[src/inc/lane_src_pkg.sv]
// Constants and types shared by the serial lane and source control block.
package lane_src_pkg;
    // ------------------------------------------------------------------
    // Register map
    // ------------------------------------------------------------------
    localparam logic [15:0] ADDR_LANE_CTRL = 16'h0871;
    localparam logic [15:0] ADDR_CONV_CTRL = 16'h0891;
    localparam int LANE_POWERDOWN_BIT = 0;
    localparam int LANE_RSVD_BIT = 1;
    localparam int LANE_POLARITY_INVERT_BIT = 2;
    localparam int LANE_MODE_LO = 4;
    localparam int SCR_IN_BIT = 6;
    localparam int CONV_PD_BIT = 0;
    localparam int CONV_SRC_LO = 4;
    localparam logic [7:0] LANE_CTRL_RST = 8'h00;
    localparam logic [7:0] CONV_CTRL_RST = 8'h00;
    localparam logic [7:0] LANE_CTRL_MASK = 8'h77;
    localparam logic [7:0] CONV_CTRL_MASK = 8'h31;
    // ------------------------------------------------------------------
    // Data widths and fixed words
    // ------------------------------------------------------------------
    localparam int SAMPLE_W = 14;
    localparam int SYMBOL_W = 10;
    localparam int OCTET_W = 8;
    localparam int LFSR_W = 23;
    localparam logic [SAMPLE_W-1:0] DUMMY_SAMPLE = 14'h26ea;
    localparam logic [LFSR_W-1:0] LFSR_SEED = 23'h7fffff;
    localparam logic [SYMBOL_W-1:0] SYMBOL_ZERO = 10'h000;
    localparam logic [SYMBOL_W-1:0] SYMBOL_ONES = 10'h3ff;
    // ------------------------------------------------------------------
    // Types
    // ------------------------------------------------------------------
    typedef struct packed {
        logic out_of_range_flag;
        logic [SAMPLE_W-1:0] value;
    } sample_word_t;
    typedef enum logic [1:0] {
        SRC_LIVE = 2'b00,
        SRC_UNUSED = 2'b01,
        SRC_DUMMY = 2'b10,
        SRC_PATTERN = 2'b11
    } source_sel_t;
    typedef enum logic [1:0] {
        LANE_NORMAL = 2'b00,
        LANE_CONST = 2'b01,
        LANE_TOGGLE = 2'b10,
        LANE_PATTERN = 2'b11
    } lane_mode_t;
    typedef enum logic [1:0] {
        PAT_P7 = 2'b00,
        PAT_P9 = 2'b01,
        PAT_P15 = 2'b10,
        PAT_P23 = 2'b11
    } pattern_type_t;
endpackage : lane_src_pkg

[src/rtl/serial_lane_and_source_control.sv]
// Lane control and converter-to-framer source control with its registers.
`timescale 1ns/1ps
`default_nettype none
// Notes on behaviour
// RL1: Lane bit 2 set inverts every transmitted lane bit, clear sends as is.
// RL2: Lane control bit 0 set powers the lane down, clear keeps it running.
// RL3: Converter control bits 5 to 4 choose what feeds the framer input.
// RL4: Source code 00 passes live samples, and code 01 must not be used.
// RL5: Source code 10 feeds a fixed word, flag 0 and sample 10011011101010.
// RL6: Source code 11 feeds the pattern generator, typed by its type field.
// RL7: Converter control bit 0 set powers the converter core down.
// RL8: Lane mode picks encoder output, constant zero, toggle or pattern.
// RL9: The scrambler input bit picks frame assembly or pattern generator.
// RL10: Software writes reserved lane bit 1 as zero, unused bits as default.
module serial_lane_and_source_control
    import lane_src_pkg::*;
(
    // Clock and reset
    input wire logic i_clk,
    input wire logic i_reset_n,
    // Register access port
    input wire logic i_reg_wr,
    input wire logic i_reg_rd,
    input wire logic [15:0] i_reg_addr,
    input wire logic [7:0] i_reg_wdata,
    output logic [7:0] o_reg_rdata,
    output logic o_reg_rvalid,
    // Pattern type from the pattern generator control register
    input wire logic [1:0] i_pattern_type,
    // Converter samples
    input wire logic i_sample_valid,
    input wire sample_word_t i_sample,
    output logic o_sample_ready,
    // Framer input
    output logic o_frm_valid,
    output sample_word_t o_frm_data,
    input wire logic i_frm_ready,
    // Scrambler input and lane
    input wire logic [OCTET_W-1:0] i_frame_octet,
    output logic [OCTET_W-1:0] o_scrambler_in,
    input wire logic [SYMBOL_W-1:0] i_enc_symbol,
    output logic [SYMBOL_W-1:0] o_lane_symbol,
    // Power-down controls
    output logic o_lane_powerdown,
    output logic o_converter_powerdown
);
    // ------------------------------------------------------------------
    // Pattern generator step
    // ------------------------------------------------------------------
    function automatic logic [LFSR_W-1:0] lfsr_step(
        input logic [LFSR_W-1:0] s,
        input logic [1:0] t
    );
        logic fb;
        fb = 1'b0;
        case (pattern_type_t'(t))
            PAT_P7: fb = s[6] ^ s[5];
            PAT_P9: fb = s[8] ^ s[4];
            PAT_P15: fb = s[14] ^ s[13];
            PAT_P23: fb = s[22] ^ s[17];
            default: fb = s[6] ^ s[5];
        endcase
        return {s[LFSR_W-2:0], fb};
    endfunction : lfsr_step

    // ------------------------------------------------------------------
    // Registers
    // ------------------------------------------------------------------
    logic [7:0] lane_ctrl_r, lane_ctrl_nxt;
    logic [7:0] conv_ctrl_r, conv_ctrl_nxt;
    logic [7:0] rdata_r, rdata_nxt;
    logic rvalid_r, rvalid_nxt;

    always_comb begin
        lane_ctrl_nxt = lane_ctrl_r;
        conv_ctrl_nxt = conv_ctrl_r;
        rdata_nxt = rdata_r;
        rvalid_nxt = i_reg_rd;
        // Unused bits are not stored, so they always read back as zero.
        if (i_reg_wr && i_reg_addr == ADDR_LANE_CTRL) begin
            lane_ctrl_nxt = i_reg_wdata & LANE_CTRL_MASK;
        end
        if (i_reg_wr && i_reg_addr == ADDR_CONV_CTRL) begin
            conv_ctrl_nxt = i_reg_wdata & CONV_CTRL_MASK;
        end
        if (i_reg_rd) begin
            case (i_reg_addr)
                ADDR_LANE_CTRL: rdata_nxt = lane_ctrl_r;
                ADDR_CONV_CTRL: rdata_nxt = conv_ctrl_r;
                default: rdata_nxt = 8'h00;
            endcase
        end
    end

    always_ff @(posedge i_clk) begin
        if (!i_reset_n) begin
            lane_ctrl_r <= LANE_CTRL_RST;
            conv_ctrl_r <= CONV_CTRL_RST;
            rdata_r <= 8'h00;
            rvalid_r <= 1'b0;
        end else begin
            lane_ctrl_r <= lane_ctrl_nxt;
            conv_ctrl_r <= conv_ctrl_nxt;
            rdata_r <= rdata_nxt;
            rvalid_r <= rvalid_nxt;
        end
    end

    logic lane_powerdown, lane_inv, scr_sel, conv_pd;
    lane_mode_t lane_mode;
    source_sel_t src_sel;
    assign lane_powerdown = lane_ctrl_r[LANE_POWERDOWN_BIT]; // RL2
    assign lane_inv = lane_ctrl_r[LANE_POLARITY_INVERT_BIT]; // RL1
    assign scr_sel = lane_ctrl_r[SCR_IN_BIT]; // RL9
    assign lane_mode = lane_mode_t'(lane_ctrl_r[LANE_MODE_LO+:2]); // RL8
    assign src_sel = source_sel_t'(conv_ctrl_r[CONV_SRC_LO+:2]); // RL3
    assign conv_pd = conv_ctrl_r[CONV_PD_BIT]; // RL7

    // ------------------------------------------------------------------
    // Source selection and two-entry buffer
    // ------------------------------------------------------------------
    logic [LFSR_W-1:0] lfsr_r, lfsr_nxt;
    sample_word_t src_word;
    logic src_valid, push, pop;
    logic out_valid_r, out_valid_nxt, skid_valid_r, skid_valid_nxt;
    sample_word_t out_data_r, out_data_nxt, skid_data_r, skid_data_nxt;
    logic ready_r, ready_nxt;

    always_comb begin
        lfsr_nxt = lfsr_step(lfsr_r, i_pattern_type); // RL6
        case (src_sel)
            SRC_LIVE: begin
                // A powered-down core produces no samples to forward.
                src_valid = i_sample_valid && !conv_pd; // RL4 RL7
                src_word = i_sample;
            end
            SRC_DUMMY: begin
                src_valid = 1'b1;
                src_word.out_of_range_flag = 1'b0; // RL5
                src_word.value = DUMMY_SAMPLE; // RL5
            end
            SRC_PATTERN: begin
                src_valid = 1'b1;
                src_word = sample_word_t'(lfsr_r[SAMPLE_W:0]); // RL6
            end
            default: begin
                // The unused code forwards nothing.
                src_valid = 1'b0; // RL4
                src_word = '0;
            end
        endcase
        push = src_valid && ready_r;
        pop = out_valid_r && i_frm_ready;
        out_valid_nxt = out_valid_r;
        out_data_nxt = out_data_r;
        skid_valid_nxt = skid_valid_r;
        skid_data_nxt = skid_data_r;
        if (!out_valid_r || pop) begin
            out_valid_nxt = skid_valid_r || push;
            out_data_nxt = skid_valid_r ? skid_data_r : src_word;
            skid_valid_nxt = 1'b0;
        end else if (push) begin
            // The second entry catches the word taken while the framer stalls.
            skid_valid_nxt = 1'b1;
            skid_data_nxt = src_word;
        end
        ready_nxt = !skid_valid_nxt;
    end

    always_ff @(posedge i_clk) begin
        if (!i_reset_n) begin
            lfsr_r <= LFSR_SEED;
            out_valid_r <= 1'b0;
            out_data_r <= '0;
            skid_valid_r <= 1'b0;
            skid_data_r <= '0;
            ready_r <= 1'b0;
        end else begin
            lfsr_r <= lfsr_nxt;
            out_valid_r <= out_valid_nxt;
            out_data_r <= out_data_nxt;
            skid_valid_r <= skid_valid_nxt;
            skid_data_r <= skid_data_nxt;
            ready_r <= ready_nxt;
        end
    end

    // ------------------------------------------------------------------
    // Lane output stage
    // ------------------------------------------------------------------
    logic toggle_r, toggle_nxt;
    logic [SYMBOL_W-1:0] lane_r, lane_nxt;
    logic [OCTET_W-1:0] scr_r, scr_nxt;
    logic lane_powerdown_r, conv_pd_r;

    always_comb begin
        toggle_nxt = !toggle_r;
        case (lane_mode)
            LANE_NORMAL: lane_nxt = i_enc_symbol; // RL8
            LANE_CONST: lane_nxt = SYMBOL_ZERO; // RL8
            LANE_TOGGLE: lane_nxt = {SYMBOL_W{toggle_r}}; // RL8
            LANE_PATTERN: lane_nxt = lfsr_r[SYMBOL_W-1:0]; // RL8
            default: lane_nxt = SYMBOL_ZERO;
        endcase
        if (lane_inv) begin
            lane_nxt = ~lane_nxt; // RL1
        end
        // A powered-down lane is held quiet whatever its polarity.
        if (lane_powerdown) begin
            lane_nxt = SYMBOL_ZERO; // RL2
        end
        scr_nxt = scr_sel ? lfsr_r[OCTET_W-1:0] : i_frame_octet; // RL9
    end

    always_ff @(posedge i_clk) begin
        if (!i_reset_n) begin
            toggle_r <= 1'b0;
            lane_r <= SYMBOL_ZERO;
            scr_r <= '0;
            lane_powerdown_r <= 1'b0;
            conv_pd_r <= 1'b0;
        end else begin
            toggle_r <= toggle_nxt;
            lane_r <= lane_nxt;
            scr_r <= scr_nxt;
            lane_powerdown_r <= lane_powerdown;
            conv_pd_r <= conv_pd;
        end
    end

    assign o_reg_rdata = rdata_r;
    assign o_reg_rvalid = rvalid_r;
    assign o_sample_ready = ready_r;
    assign o_frm_valid = out_valid_r;
    assign o_frm_data = out_data_r;
    assign o_scrambler_in = scr_r;
    assign o_lane_symbol = lane_r;
    assign o_lane_powerdown = lane_powerdown_r;
    assign o_converter_powerdown = conv_pd_r;
endmodule : serial_lane_and_source_control
`default_nettype wire

[config.mk]
export PLATFORM = sky130hd
export DESIGN_NAME = serial_lane_and_source_control
export DESIGN_NICKNAME = d
export VERILOG_FILES = /design/src/inc/lane_src_pkg.sv /design/src/rtl/serial_lane_and_source_control.sv
export SDC_FILE = /design/constraint.sdc
export NUM_CORES = 1
export LEC_CHECK = 0
export BUFFER_PORTS_ARGS = -buffer_cell sky130_fd_sc_hd__buf_2
export CAP_MARGIN = 10
export CELL_PAD_IN_SITES_DETAIL_PLACEMENT = 0
export CELL_PAD_IN_SITES_GLOBAL_PLACEMENT = 1
export CORE_MARGIN = 2
export CORE_UTILIZATION = 35
export CTS_CLUSTER_SIZE = 30
export DETAILED_ROUTE_END_ITERATION = 16
export PLACE_DENSITY = 0.72
export SLEW_MARGIN = 20
export SYNTH_ARGS = -nofsm -noshare
export SYNTH_HDL_FRONTEND = slang
export SYNTH_SLANG_ARGS = --single-unit
[constraint.sdc]
create_clock -name i_clk -period 1.3 [get_ports i_clk]
set_input_delay 0.26 -clock i_clk [delete_from_list [all_inputs] [get_ports i_clk]]
set_output_delay 0.26 -clock i_clk [all_outputs]
set_load 0.005 [all_outputs]
**Yosys cells after proc, flatten, opt, wreduce, memory -nomap -nowiden**

Index checks and enable logic that the tools add are counted.

- Register bits: 95
- Input port bits: 65
- Word-level logic and storage cells: 61

- Equal/unequal tests: 10
- Muxes and demuxes: 10
- Bitwise gates (word level): 7
- Reductions and logical operators: 17

Operator list:

| cell | count |
|---|---|
| $pmux W15 S3 | 1 |
| $pmux W10 S4 | 1 |
| $eq A16 B12 Y1 const B | 2 |
| $mux W15 | 1 |
| $pmux W7 S2 | 1 |
| $eq A2 B2 Y1 const B | 6 |
| $mux W10 | 1 |
| $not A10 Y10 | 1 |
| $mux W8 | 1 |
| $logic_not A2 Y1 | 3 |
| $logic_and A1 B1 Y1 | 5 |
| $eq A2 B1 Y1 const B | 2 |
| $logic_not A1 Y1 | 4 |
| $pmux W1 S4 | 1 |
| $reduce_or A2 Y1 | 2 |
| $xor A1 B1 Y1 | 4 |
| $logic_or A1 B1 Y1 | 2 |
| $mux W1 | 2 |
| $not A1 Y1 | 2 |
| $pmux W1 S2 | 1 |
| $reduce_and A2 Y1 | 1 |

**Depth between registers and ports, before layout**

Gate-level depths: netlist of run 1.

- Depth after elaboration: 7
- Depth in mapped cells: 6

**Worst setup path after synthesis of run 1**

Ideal clock, no wire load.

- Path kind: register -> register
- Start: register conv_ctrl_r[4]
- End: register out_data_r, in the netlist o_frm_data[1]
- Setup time: 117 ps
- Arrival: 1199 ps
- Data required time: 1183 ps
- Path slack: -16 ps
- Cell stages (with the launch flop): 6
- Buffers on the path: 1
- Cell sequence: dfxtp_1 > buf_6 > inv_4 > a22o_1 > mux2_2 > a22o_1

- Cells in the longest elaborated chain, start to end: 3
- Elaborated cells between the ends (all ways): 5

RTL lines:

| item | RTL line | text |
|---|---|---|
| start, declared | serial_lane_and_source_control.sv:70 | `logic [7:0] conv_ctrl_r, conv_ctrl_nxt;` |
| start signal, assigned | serial_lane_and_source_control.sv:103 | `conv_ctrl_r <= conv_ctrl_nxt;` |
| $eq A2 B2 Y1 / $logic_not A2 Y1 (equally long branches) | serial_lane_and_source_control.sv:131 | `case (src_sel)` |
| $pmux W15 S3 * | serial_lane_and_source_control.sv:131 |  |
| $mux W15 * | serial_lane_and_source_control.sv:160 | `out_data_nxt = skid_valid_r ? skid_data_r : src_word;` |
| end signal, assigned | serial_lane_and_source_control.sv:181 | `out_data_r <= out_data_nxt;` |
| end, declared | serial_lane_and_source_control.sv:126 | `sample_word_t out_data_r, out_data_nxt, skid_data_r, skid_data_nxt;` |

Mark *: on every way between the ends. The rest lies on a longest branch, timed or not.
A chain may end at the register's enable or synchronous reset.

**Worst setup path in the final report of run 1**

- Start: register conv_ctrl_r[4]
- End: register out_data_r, in the netlist o_frm_data[3]

Same word-level chain as after synthesis.

==> impl_metrics.yaml, run 1 <==
global_routing:
  grt.overflow.total: 0
  grt_max_degree: 38
  grt.total_usage: 0.179
  antenna_found_initial: 0
  grt_pass1_vias: 3292
  grt_pass1_wl_um: 16100
sta:
  rsz0062_at_grt: "yes"
  fin_crit_ps: 1350
  hold_ws_ps: 128
  drv_slew: 0
  setup_ws_ps: -53.2
  setup_violations: 10
  clock.fmax_ghz: 0.739
  finalClockSkew_ps: 6.40
  hold_viol_final: 0
  fin_crit_sh: 1.04
place:
  dp_hpwl_um: 6940
  place_ws_ps: -266
  place_inst: 645
  numPortBuffers: 106
  place_congestion: 0.773
synth:
  yosysMostFrequentCell: "dfxtp_1"
  synth-xor-area-share: 0.0322
  synth_area_um2: 3810
  synth_ff_type: "dfxtp_1"
  netlist_top_cells_area: "dfxtp_1, nand2b_1, a22o_1, mux2i_1, nor2_1"
  synth_cells: 398
  synth-compound-area-share: 0.177
  muxShareOfSynthArea: 0.0621
  synth_adder_area_share: 0
  netlist_top_cells_count: "dfxtp_1, nor2_1, nand2b_1, o21ai_0, nand2_1"
  synth-edff-count: 0
  synth_top_area_frac: 0.489
  syn_area_per_cell_um2: 9.57
  yosys.area.top_type: "dfxtp_1"
  synth-seq-cells: 93
  yosys_warnings: 0
  yosysSeqAreaShare: 0.489
  async_flop_share: 0
  yosys.cell_types.count: 37
  synth_top_family_by_area: "simple AND/OR/NAND/NOR gates"
  synth-simple-area-share: 0.188
die:
  die_h_um: 108
  rows: 38
  die_w_um: 108
  ioPinCount: 111
  dieArea_um2: 11700
  start_util: 0.355
  core_area_um2: 10700
cells_and_area:
  drive_gt1_frac: 0.398
  nets: 587
  final_cells: 667
  fillers: 1065
  seq_area_um2: 1870
  final_core_util: 0.483
  multiInputGateArea_um2: 1950
  diodes: 0
  syn_to_final_growth_pct: 36.1
power_and_ir_drop:
  power.total_mw: 5.77
  vdd_drop_max_v: 0.000558
  powerDensity_nw_per_um2: 1110
  leakage_nw: 2.14
clock_network:
  cts_buffers: 9
  root_buffer: "clkbuf_8"
  clock-sinks: 93
  cts_buffer_depth: 2
  cts_max_level: 3
  cts_tree: "built"
  worst_skew_pair.late_latency_ps: 360
  path_clk_slew_ps: 90
critical_path:
  cp_max_fo: 8
  critPathCaptureType: "flop"
  arrival_ps: 1620
  path_class: "reg2reg"
  start_kind: "flop"
  required_ps: 1570
  path_common_cell: "a22o_1"
  crit_chain: "buf_12 > inv_6 > a22o_1 > mux2_2 > a22o_1"
  crit_slowest_cell: "dfxtp_4"
  slowest_delay_ps: 400
detailed_routing:
  avgViaCountPerCell: 5.00
  drt_wl_total_um: 10200
  vias: 3333
  drc_errors: 0
  wl_per_cell_um: 15.3
  firstDrtPassIters: 4
  drtIter0Drc: 90
  antenna_left: 0
outcome:
  status: "finished, violations left"
  violations: "setup timing"
min_path:
  hold_path_class: "in2reg"
run:
  maxCapViolations: 0
layer usage:
layer	routed length [um]	track usage	part of all wire
met4	219	0.0806	0.021
met5	0	0	0
met3	399	0.0325	0.039
met2	5030	0.310	0.49
met1	4560	0.215	0.45
flip-flops by register name (all words and copies together), names as in the netlist:
register and count:
conv_ctrl_r 3, lane_ctrl_r 6, lfsr_r 23, o_converter_powerdown 1
o_frm_data 15, o_frm_valid 1, o_lane_powerdown 1, o_lane_symbol 10
o_reg_rdata 6, o_reg_rvalid 1, o_sample_ready 1, o_scrambler_in 8
skid_data_r 15, skid_valid_r 1, toggle_r 1
path summary, 6_finish.rpt:
kind,from,endpoint,slack [ps],depth (start not counted)
hold / removal,i_frame_octet[7],o_scrambler_in[7],130,3
setup / recovery,conv_ctrl_r[4],o_frm_data[3],-50,5
hold reg to reg,lfsr_r[16],lfsr_r[17],410,1
setup reg to reg,conv_ctrl_r[4],o_frm_data[3],-50,5
layout by cell type (no fill, tap or decap), types with 2 or more instances in the layout:
cell type and count:
nand3_1 5, a21oi_1 16, buf_2 105, nor3b_4 2, and2_4 2, mux2i_1 18, and3b_1 2, o21ai_2 2
mux2_2 3, bufinv_16 3, nor2_4 5, nand2b_1 37, a211oi_2 6, buf_6 6, o21ai_1 11, xnor2_1 14
a21o_1 5, buf_12 6, o21ai_0 12, o2bb2ai_1 10, clkbuf_8 9, conb_1 2, dfxtp_2 3, buf_4 27
nand2_1 23, a22o_1 21, and2_1 5, nor2_1 28, a22oi_2 11, nand4_1 13, nor2_2 6, dfxtp_1 89
cell families (layout without fill, tap and decap cells):
logic type             Yosys count  count (layout)
XOR/XNOR                        14              14
AO/OA/AOI/OAI                   98              98
flip-flops                      93              93
AND/OR/NAND/NOR                134             135
multiplexers                    22              22
other                            1               2
buffers and inverters           36             163
repair_timing:
action / in CTS / in global routing
hold buffers: 0 / 0
gates cloned: 2 / 1
pin swaps: 6 / 30
setup endpoints to repair: 31 / 36
setup buffers: 3 / 3
resized for setup: 27 / 42
worst max-delay path, delay by kind of cell (launching register included):
kind	cells	cell delay (ps)
compound gates	2	420
flops	1	400
mux	1	260
buf+inv	2	180
per-stage QoR:
| step | setup TNS (ps) | cell area (um2) |
|---|---|---|
| finish | -327 | 5190 |
| global route | -2180 | 5190 |
| CTS | -792 | 5040 |
| detailed placement | -7890 | 4650 |
| global placement | -6500 | 4650 |
| floorplan | 0 | 3810 |
where the power goes:
group | leakage [nW] | internal, mW | switching, mW
combinational | 1.26 | 0.257 | 0.245
clock | 0.116 | 1.28 | 1.02
sequential | 0.763 | 2.93 | 0.0456
layout make-up:
cell class / instances / share of cell area
well taps: 140 / 0.0338
clock inverters: 6 / 0.0215
multi-input cells: 271 / 0.376
inverters: 2 / 0.00241
clock buffers: 10 / 0.0246
repair buffers: 145 / 0.181
flip-flops and latches: 93 / 0.360
(Power assumes the default switching activity.)
==> run 2: changes to the inputs <==
Settings changed: ABC_AREA from default to 1, CORE_UTILIZATION 35 to 34, REMOVE_ABC_BUFFERS from default to 1.
==> run 2 against run 1 <==
- the run now ends clean
- register-to-register slack improved by 150 ps
- critical path type unchanged
- sequential share of layout area rose by 0.30 points
- largest cell class is now registers
- sequential cell count did not move
- wire length fell by 4.6%
- clock skew rose by 0.82 ps
- area after synthesis rose by 5.4%
- power rose by 9.7%
- sequential power barely moved
- worst setup slack improved by 150 ps
==> impl_metrics.yaml, run 2 <==
synth:
  synth_area_um2: 4020
  yosys.cell_types.count: 36
  yosys.area.top_type: "dfxtp_1"
  syn_area_per_cell_um2: 7.68
  synth_cells: 523
  yosysMostFrequentCell: "nand2_1"
  async_flop_share: 0
  yosysSeqAreaShare: 0.464
  synth-seq-cells: 93
  synth-edff-count: 0
  synth_top_area_frac: 0.464
  netlist_top_cells_count: "nand2_1, dfxtp_1, inv_1, nor2_1"
  netlist_top_cells_area: "dfxtp_1, nand2_1, inv_1, nor2_1, nand3_1"
  synth_ff_type: "dfxtp_1"
  yosys_warnings: 0
detailed_routing:
  drt_wl_total_um: 9740
  avgViaCountPerCell: 4.49
  wl_per_cell_um: 12.4
  drtIter0Drc: 147
  vias: 3524
  antenna_left: 0
  firstDrtPassIters: 4
  drc_errors: 0
global_routing:
  grt.overflow.total: 0
  antenna_found_initial: 0
  grt_pass1_vias: 3317
  grt.total_usage: 0.156
  grt_max_degree: 32
  grt_pass1_wl_um: 15900
sta:
  finalClockSkew_ps: 7.22
  setup_violations: 0
  drv_slew: 0
  clock.fmax_ghz: 0.834
  fin_crit_ps: 1200
  hold_ws_ps: 145
  setup-tns-final_ps: 0
  fin_crit_sh: 0.922
  hold_viol_final: 0
clock_network:
  clock-sinks: 93
  cts_setup_buffers: 0
  cts_max_level: 3
  cts_buffer_depth: 2
  post_cts_resized: 0
  path_clk_slew_ps: 60
  root_buffer: "clkbuf_16"
  cts_buffers: 9
  worst_skew_pair.late_latency_ps: 340
  cts_tree: "built"
  ctsHoldBuffers: 0
run:
  maxCapViolations: 0
cells_and_area:
  layout_commonest_cell: "nand2_1"
  final_core_util: 0.447
  syn_to_final_growth_pct: 27.7
  largest_reg_flops: 23
  diodes: 0
  largest-register: "lfsr_r"
  layout.cells.most_common_list: "nand2_1, buf_2, dfxtp_1"
  fillers: 1176
  drive_gt1_frac: 0.320
  nets: 701
die:
  rows: 39
  core_area_um2: 11500
  dieArea_um2: 12700
  die_w_um: 113
  ioPinCount: 111
  die_h_um: 113
  start_util: 0.350
critical_path:
  cp_max_fo: 10
  arrival_ps: 1430
  required_ps: 1530
  start_kind: "flop"
  critPathCaptureType: "flop"
  path_class: "reg2reg"
place:
  place_congestion: 0.760
  numPortBuffers: 106
  dp_hpwl_um: 7260
power_and_ir_drop:
  vdd_drop_max_v: 0.00101
  leakage_nw: 2.56
  powerDensity_nw_per_um2: 1230
outcome:
  status: "finished, final reports clean"
min_path:
  hold_path_class: "in2reg"
==> run 2: cell types whose count changed in the layout (fill, tap and decap cells not counted), sizes merged, moves of 12 or more <==
cell,previous run,this run
nand2,23,146
inv,2,51
nand2b,38,0
nand3,6,35
a21oi,16,38
a22o,21,0
mux2i,18,0
buf,144,131
or2,0,13
xnor2,14,1
a22oi,12,0
nand4,13,1
==> run 2: worst paths after layout <==
| kind | startpoint | to | slack [ps] | cells past startpoint |
|---|---|---|---|---|
| setup / recovery | lane_ctrl_r[5] | o_lane_symbol[1] | 100 | 4 |
| hold / removal | i_reg_wdata[2] | lane_ctrl_r[2] | 140 | 3 |
| setup reg to reg | lane_ctrl_r[5] | o_lane_symbol[1] | 100 | 4 |
| hold reg to reg | lfsr_r[21] | lfsr_r[22] | 420 | 1 |
==> run 2: cell type report <==
cell class | count | area [um2] | area share
timing repair buffer | 131 | 747 | 0.146
inverter | 51 | 205 | 0.0400
clock inverter | 6 | 96.3 | 0.0188
sequential | 93 | 1860 | 0.363
clock buffer | 10 | 229 | 0.0446
tap | 143 | 179 | 0.0349
multi-input combinational | 350 | 1810 | 0.353
==> run 2: where the power goes <==
part           switching [mW]  internal [mW]  total, mW
registers              0.0327           2.94       2.97
clock network            1.13           1.71       2.84
logic                   0.281          0.241      0.522
==> run 2: kinds of logic after synthesis <==
family / Yosys count / synth area share
AO/OA/AOI/OAI: 91 / 0.142
XOR/XNOR: 2 / 0.00436
buffers and inverters: 81 / 0.0919
flip-flops: 93 / 0.464
other: 1 / 0.000934
AND/OR/NAND/NOR: 255 / 0.297
==> run 2: metal layers <==
metal,global-route usage,up-vias,routed length (um)
met5,0,-,0
met4,0.0472,0,114
met3,0.0383,9,436
met2,0.252,69,4590
met1,0.206,1564,4600
li1,-,1882,-
==> run 2: stage by stage <==
step | cells | total power [mW] | cell area (um2) | worst slack, ps
2_1_floorplan | 494 | 3.27 | 3850 | -7.06
3_3_place_gp | 768 | 3.56 | 4770 | 22.5
3_5_place_dp | 768 | 3.56 | 4770 | -4.99
4_1_cts | 784 | 6.42 | 5090 | 8.69
5_1_grt | 784 | 6.59 | 5130 | -0.820
6_report | 784 | 6.33 | 5130 | 101
==> run 2: critical path: stages, from the launching register on <==
cell	delay (ps)
dfxtp_1	500
nand3_4	230
o211ai_2	150
nand2_1	70
nor3b_2	150
==> run 3: changes to the inputs <==
Settings changed: CORE_ASPECT_RATIO from default to 1.4.
==> run 3 against run 2 <==
- non-clock buffer count is 2 lower
- combinational power fell by 1%
- critical path depth rose by 3
- via count increased by 0.14%
- critical path type unchanged
- sequential power is essentially flat
- cell count grew 0.26%
- wire length rose by 0.64%
- clock skew is 2.6 ps lower
- worst hold slack worse by 3.2 ps
- core utilization shrank 1.2 points
==> impl_metrics.yaml, run 3 (same netlist as run 2, synthesis figures left out) <==
outcome:
  status: "finished, final reports clean"
cells_and_area:
  diodes: 0
  fillers: 1203
  final_cells: 786
  nets: 699
  final_core_util: 0.435
  syn_to_final_growth_pct: 26.7
  largest_reg_flops: 23
  largest-register: "lfsr_r"
  multiInputGateArea_um2: 1810
  seq_area_um2: 1870
  drive_gt1_frac: 0.319
  layout_commonest_cell: "nand2_1"
  layout.cells.most_common_list: "nand2_1, buf_2, dfxtp_1"
min_path:
  min_to: "lane_ctrl_r[1]"
  whs_path_depth: 3
  hold_path_class: "in2reg"
  hold_start: "i_reg_wdata[1]"
power_and_ir_drop:
  p_seq_frac: 0.482
  p_sw_mw: 1.47
  p_comb_frac: 0.084
  leakage_nw: 2.54
  p_clk_frac: 0.435
  vdd_drop_max_v: 0.000698
  p_int_mw: 4.70
  powerDensity_nw_per_um2: 1210
  p_sw_frac: 0.239
critical_path:
  path_common_cell: "nand3_4"
  critPathCaptureType: "flop"
  timing.rr.end: "skid_data_r[3]"
  start_kind: "flop"
  crit_chain: "inv_4 > nand3_4 > nand2_4 > nand3_4 > buf_4 > nand2_1 > a21oi_2"
  worst_r2r_path_depth: 7
  cp_max_fo: 12
  slowest_delay_ps: 350
  r2r_start: "conv_ctrl_r[4]"
  arrival_ps: 1430
  path_class: "reg2reg"
  crit_slowest_cell: "dfxtp_2"
  reg2reg_setup_slack_ps: 110
  required_ps: 1540
place:
  dp_hpwl_um: 7520
  place_inst: 768
  place_congestion: 0.760
  numPortBuffers: 106
  place_ws_ps: -8.22
global_routing:
  grt.overflow.total: 0
  grt_pass1_vias: 3329
  antenna_found_initial: 0
  grt_pass1_wl_um: 15800
  grt_max_degree: 26
  grt.total_usage: 0.159
die:
  start_util: 0.343
  core_area_um2: 11700
  die_h_um: 133
  dieArea_um2: 12700
  rows: 47
  die_w_um: 95.9
  ioPinCount: 111
clock_network:
  cts_tree: "built"
  clock-sinks: 93
  cts_max_level: 3
  cts_buffers: 9
  cts_buffer_depth: 2
  path_clk_slew_ps: 70
  root_buffer: "clkbuf_16"
  worst_skew_pair.late_latency_ps: 340
sta:
  finalClockSkew_ps: 4.59
  setup_ws_ps: 111
  hold_ws_ps: 141
  fin_crit_sh: 0.915
  rsz0062_at_grt: "yes"
  clock.fmax_ghz: 0.841
  hold_viol_final: 0
  fin_crit_ps: 1190
  setup_violations: 0
  setup-tns-final_ps: 0
  drv_slew: 0
run:
  maxCapViolations: 0
detailed_routing:
  drtIter0Drc: 88
  firstDrtPassIters: 4
  antenna_left: 0
  drc_errors: 0
  vias: 3529
  drt_wl_total_um: 9800
  wl_per_cell_um: 12.5
  avgViaCountPerCell: 4.49
==> run 3: changes by cell type in the layout (fill, tap and decap cells not counted), sizes merged <==
| cell | delta |
|---|---|
| clkinv | -2 |
| clkbuf | -1 |
| buf | -2 |
| inv | +3 |
| bufinv | -1 |
| clkinvlp | +1 |
==> run 3: metrics by stage <==
stage	power, mW	cell area (um2)
6_report	6.17	5090
5_1_grt	6.46	5090
4_1_cts	6.25	5060
3_5_place_dp	3.56	4740
3_3_place_gp	3.55	4740
2_1_floorplan	3.27	3850
==> run 3: per-layer routing <==
layer | part of all wire | track usage
met1 | 0.43 | 0.188
met2 | 0.52 | 0.281
met3 | 0.037 | 0.0296
met4 | 0.016 | 0.0548
met5 | 0 | 0
==> run 3: power groups by stage <==
stage / combinational (mW) / clock (mW) / sequential (mW)
floorplan: 0.224 / 0 / 3.05
global placement: 0.512 / 0 / 3.04
detailed placement: 0.519 / 0 / 3.04
CTS: 0.521 / 2.76 / 2.97
global route: 0.585 / 2.89 / 2.98
finish: 0.517 / 2.68 / 2.97
==> run 3: layout make-up <==
class,count,share of cell area
multi-input cells,350,0.355
clock inverters,7,0.0160
flip-flops and latches,93,0.367
repair buffers,129,0.143
well taps,147,0.0361
inverters,51,0.0386
clock buffers,9,0.0442
==> run 3: worst max-delay path: cells and delay by family (launching register included) <==
kind | cells | cell delay, ps
AND/OR/NAND/NOR | 4 | 340
flip-flops | 1 | 350
AO/OA/AOI/OAI | 1 | 50
buffers and inverters | 2 | 330
==> run 3: how the worst max path moves through the flow <==
stage	from	cells past startpoint	endpoint	slack, ps
final	conv_ctrl_r[4]	7	skid_data_r[3]	110
after global routing	o_frm_valid	7	skid_data_r[6]	-10
after CTS	lane_ctrl_r[4]	4	o_lane_symbol[3]	20
after detailed placement	lane_ctrl_r[5]	5	o_lane_symbol[7]	-8
after global placement	i_reg_addr[15]	7	lane_ctrl_r[5]	2
after floorplan	conv_ctrl_r[4]	7	skid_data_r[0]	-7
==> run 3: timing repair <==
action | in CTS | in global routing
hold buffers | 0 | 0
setup buffers | 0 | 2
resized for setup | 2 | 9
pin swaps | 0 | 1
endpoints found under the setup margin | 2 | 36
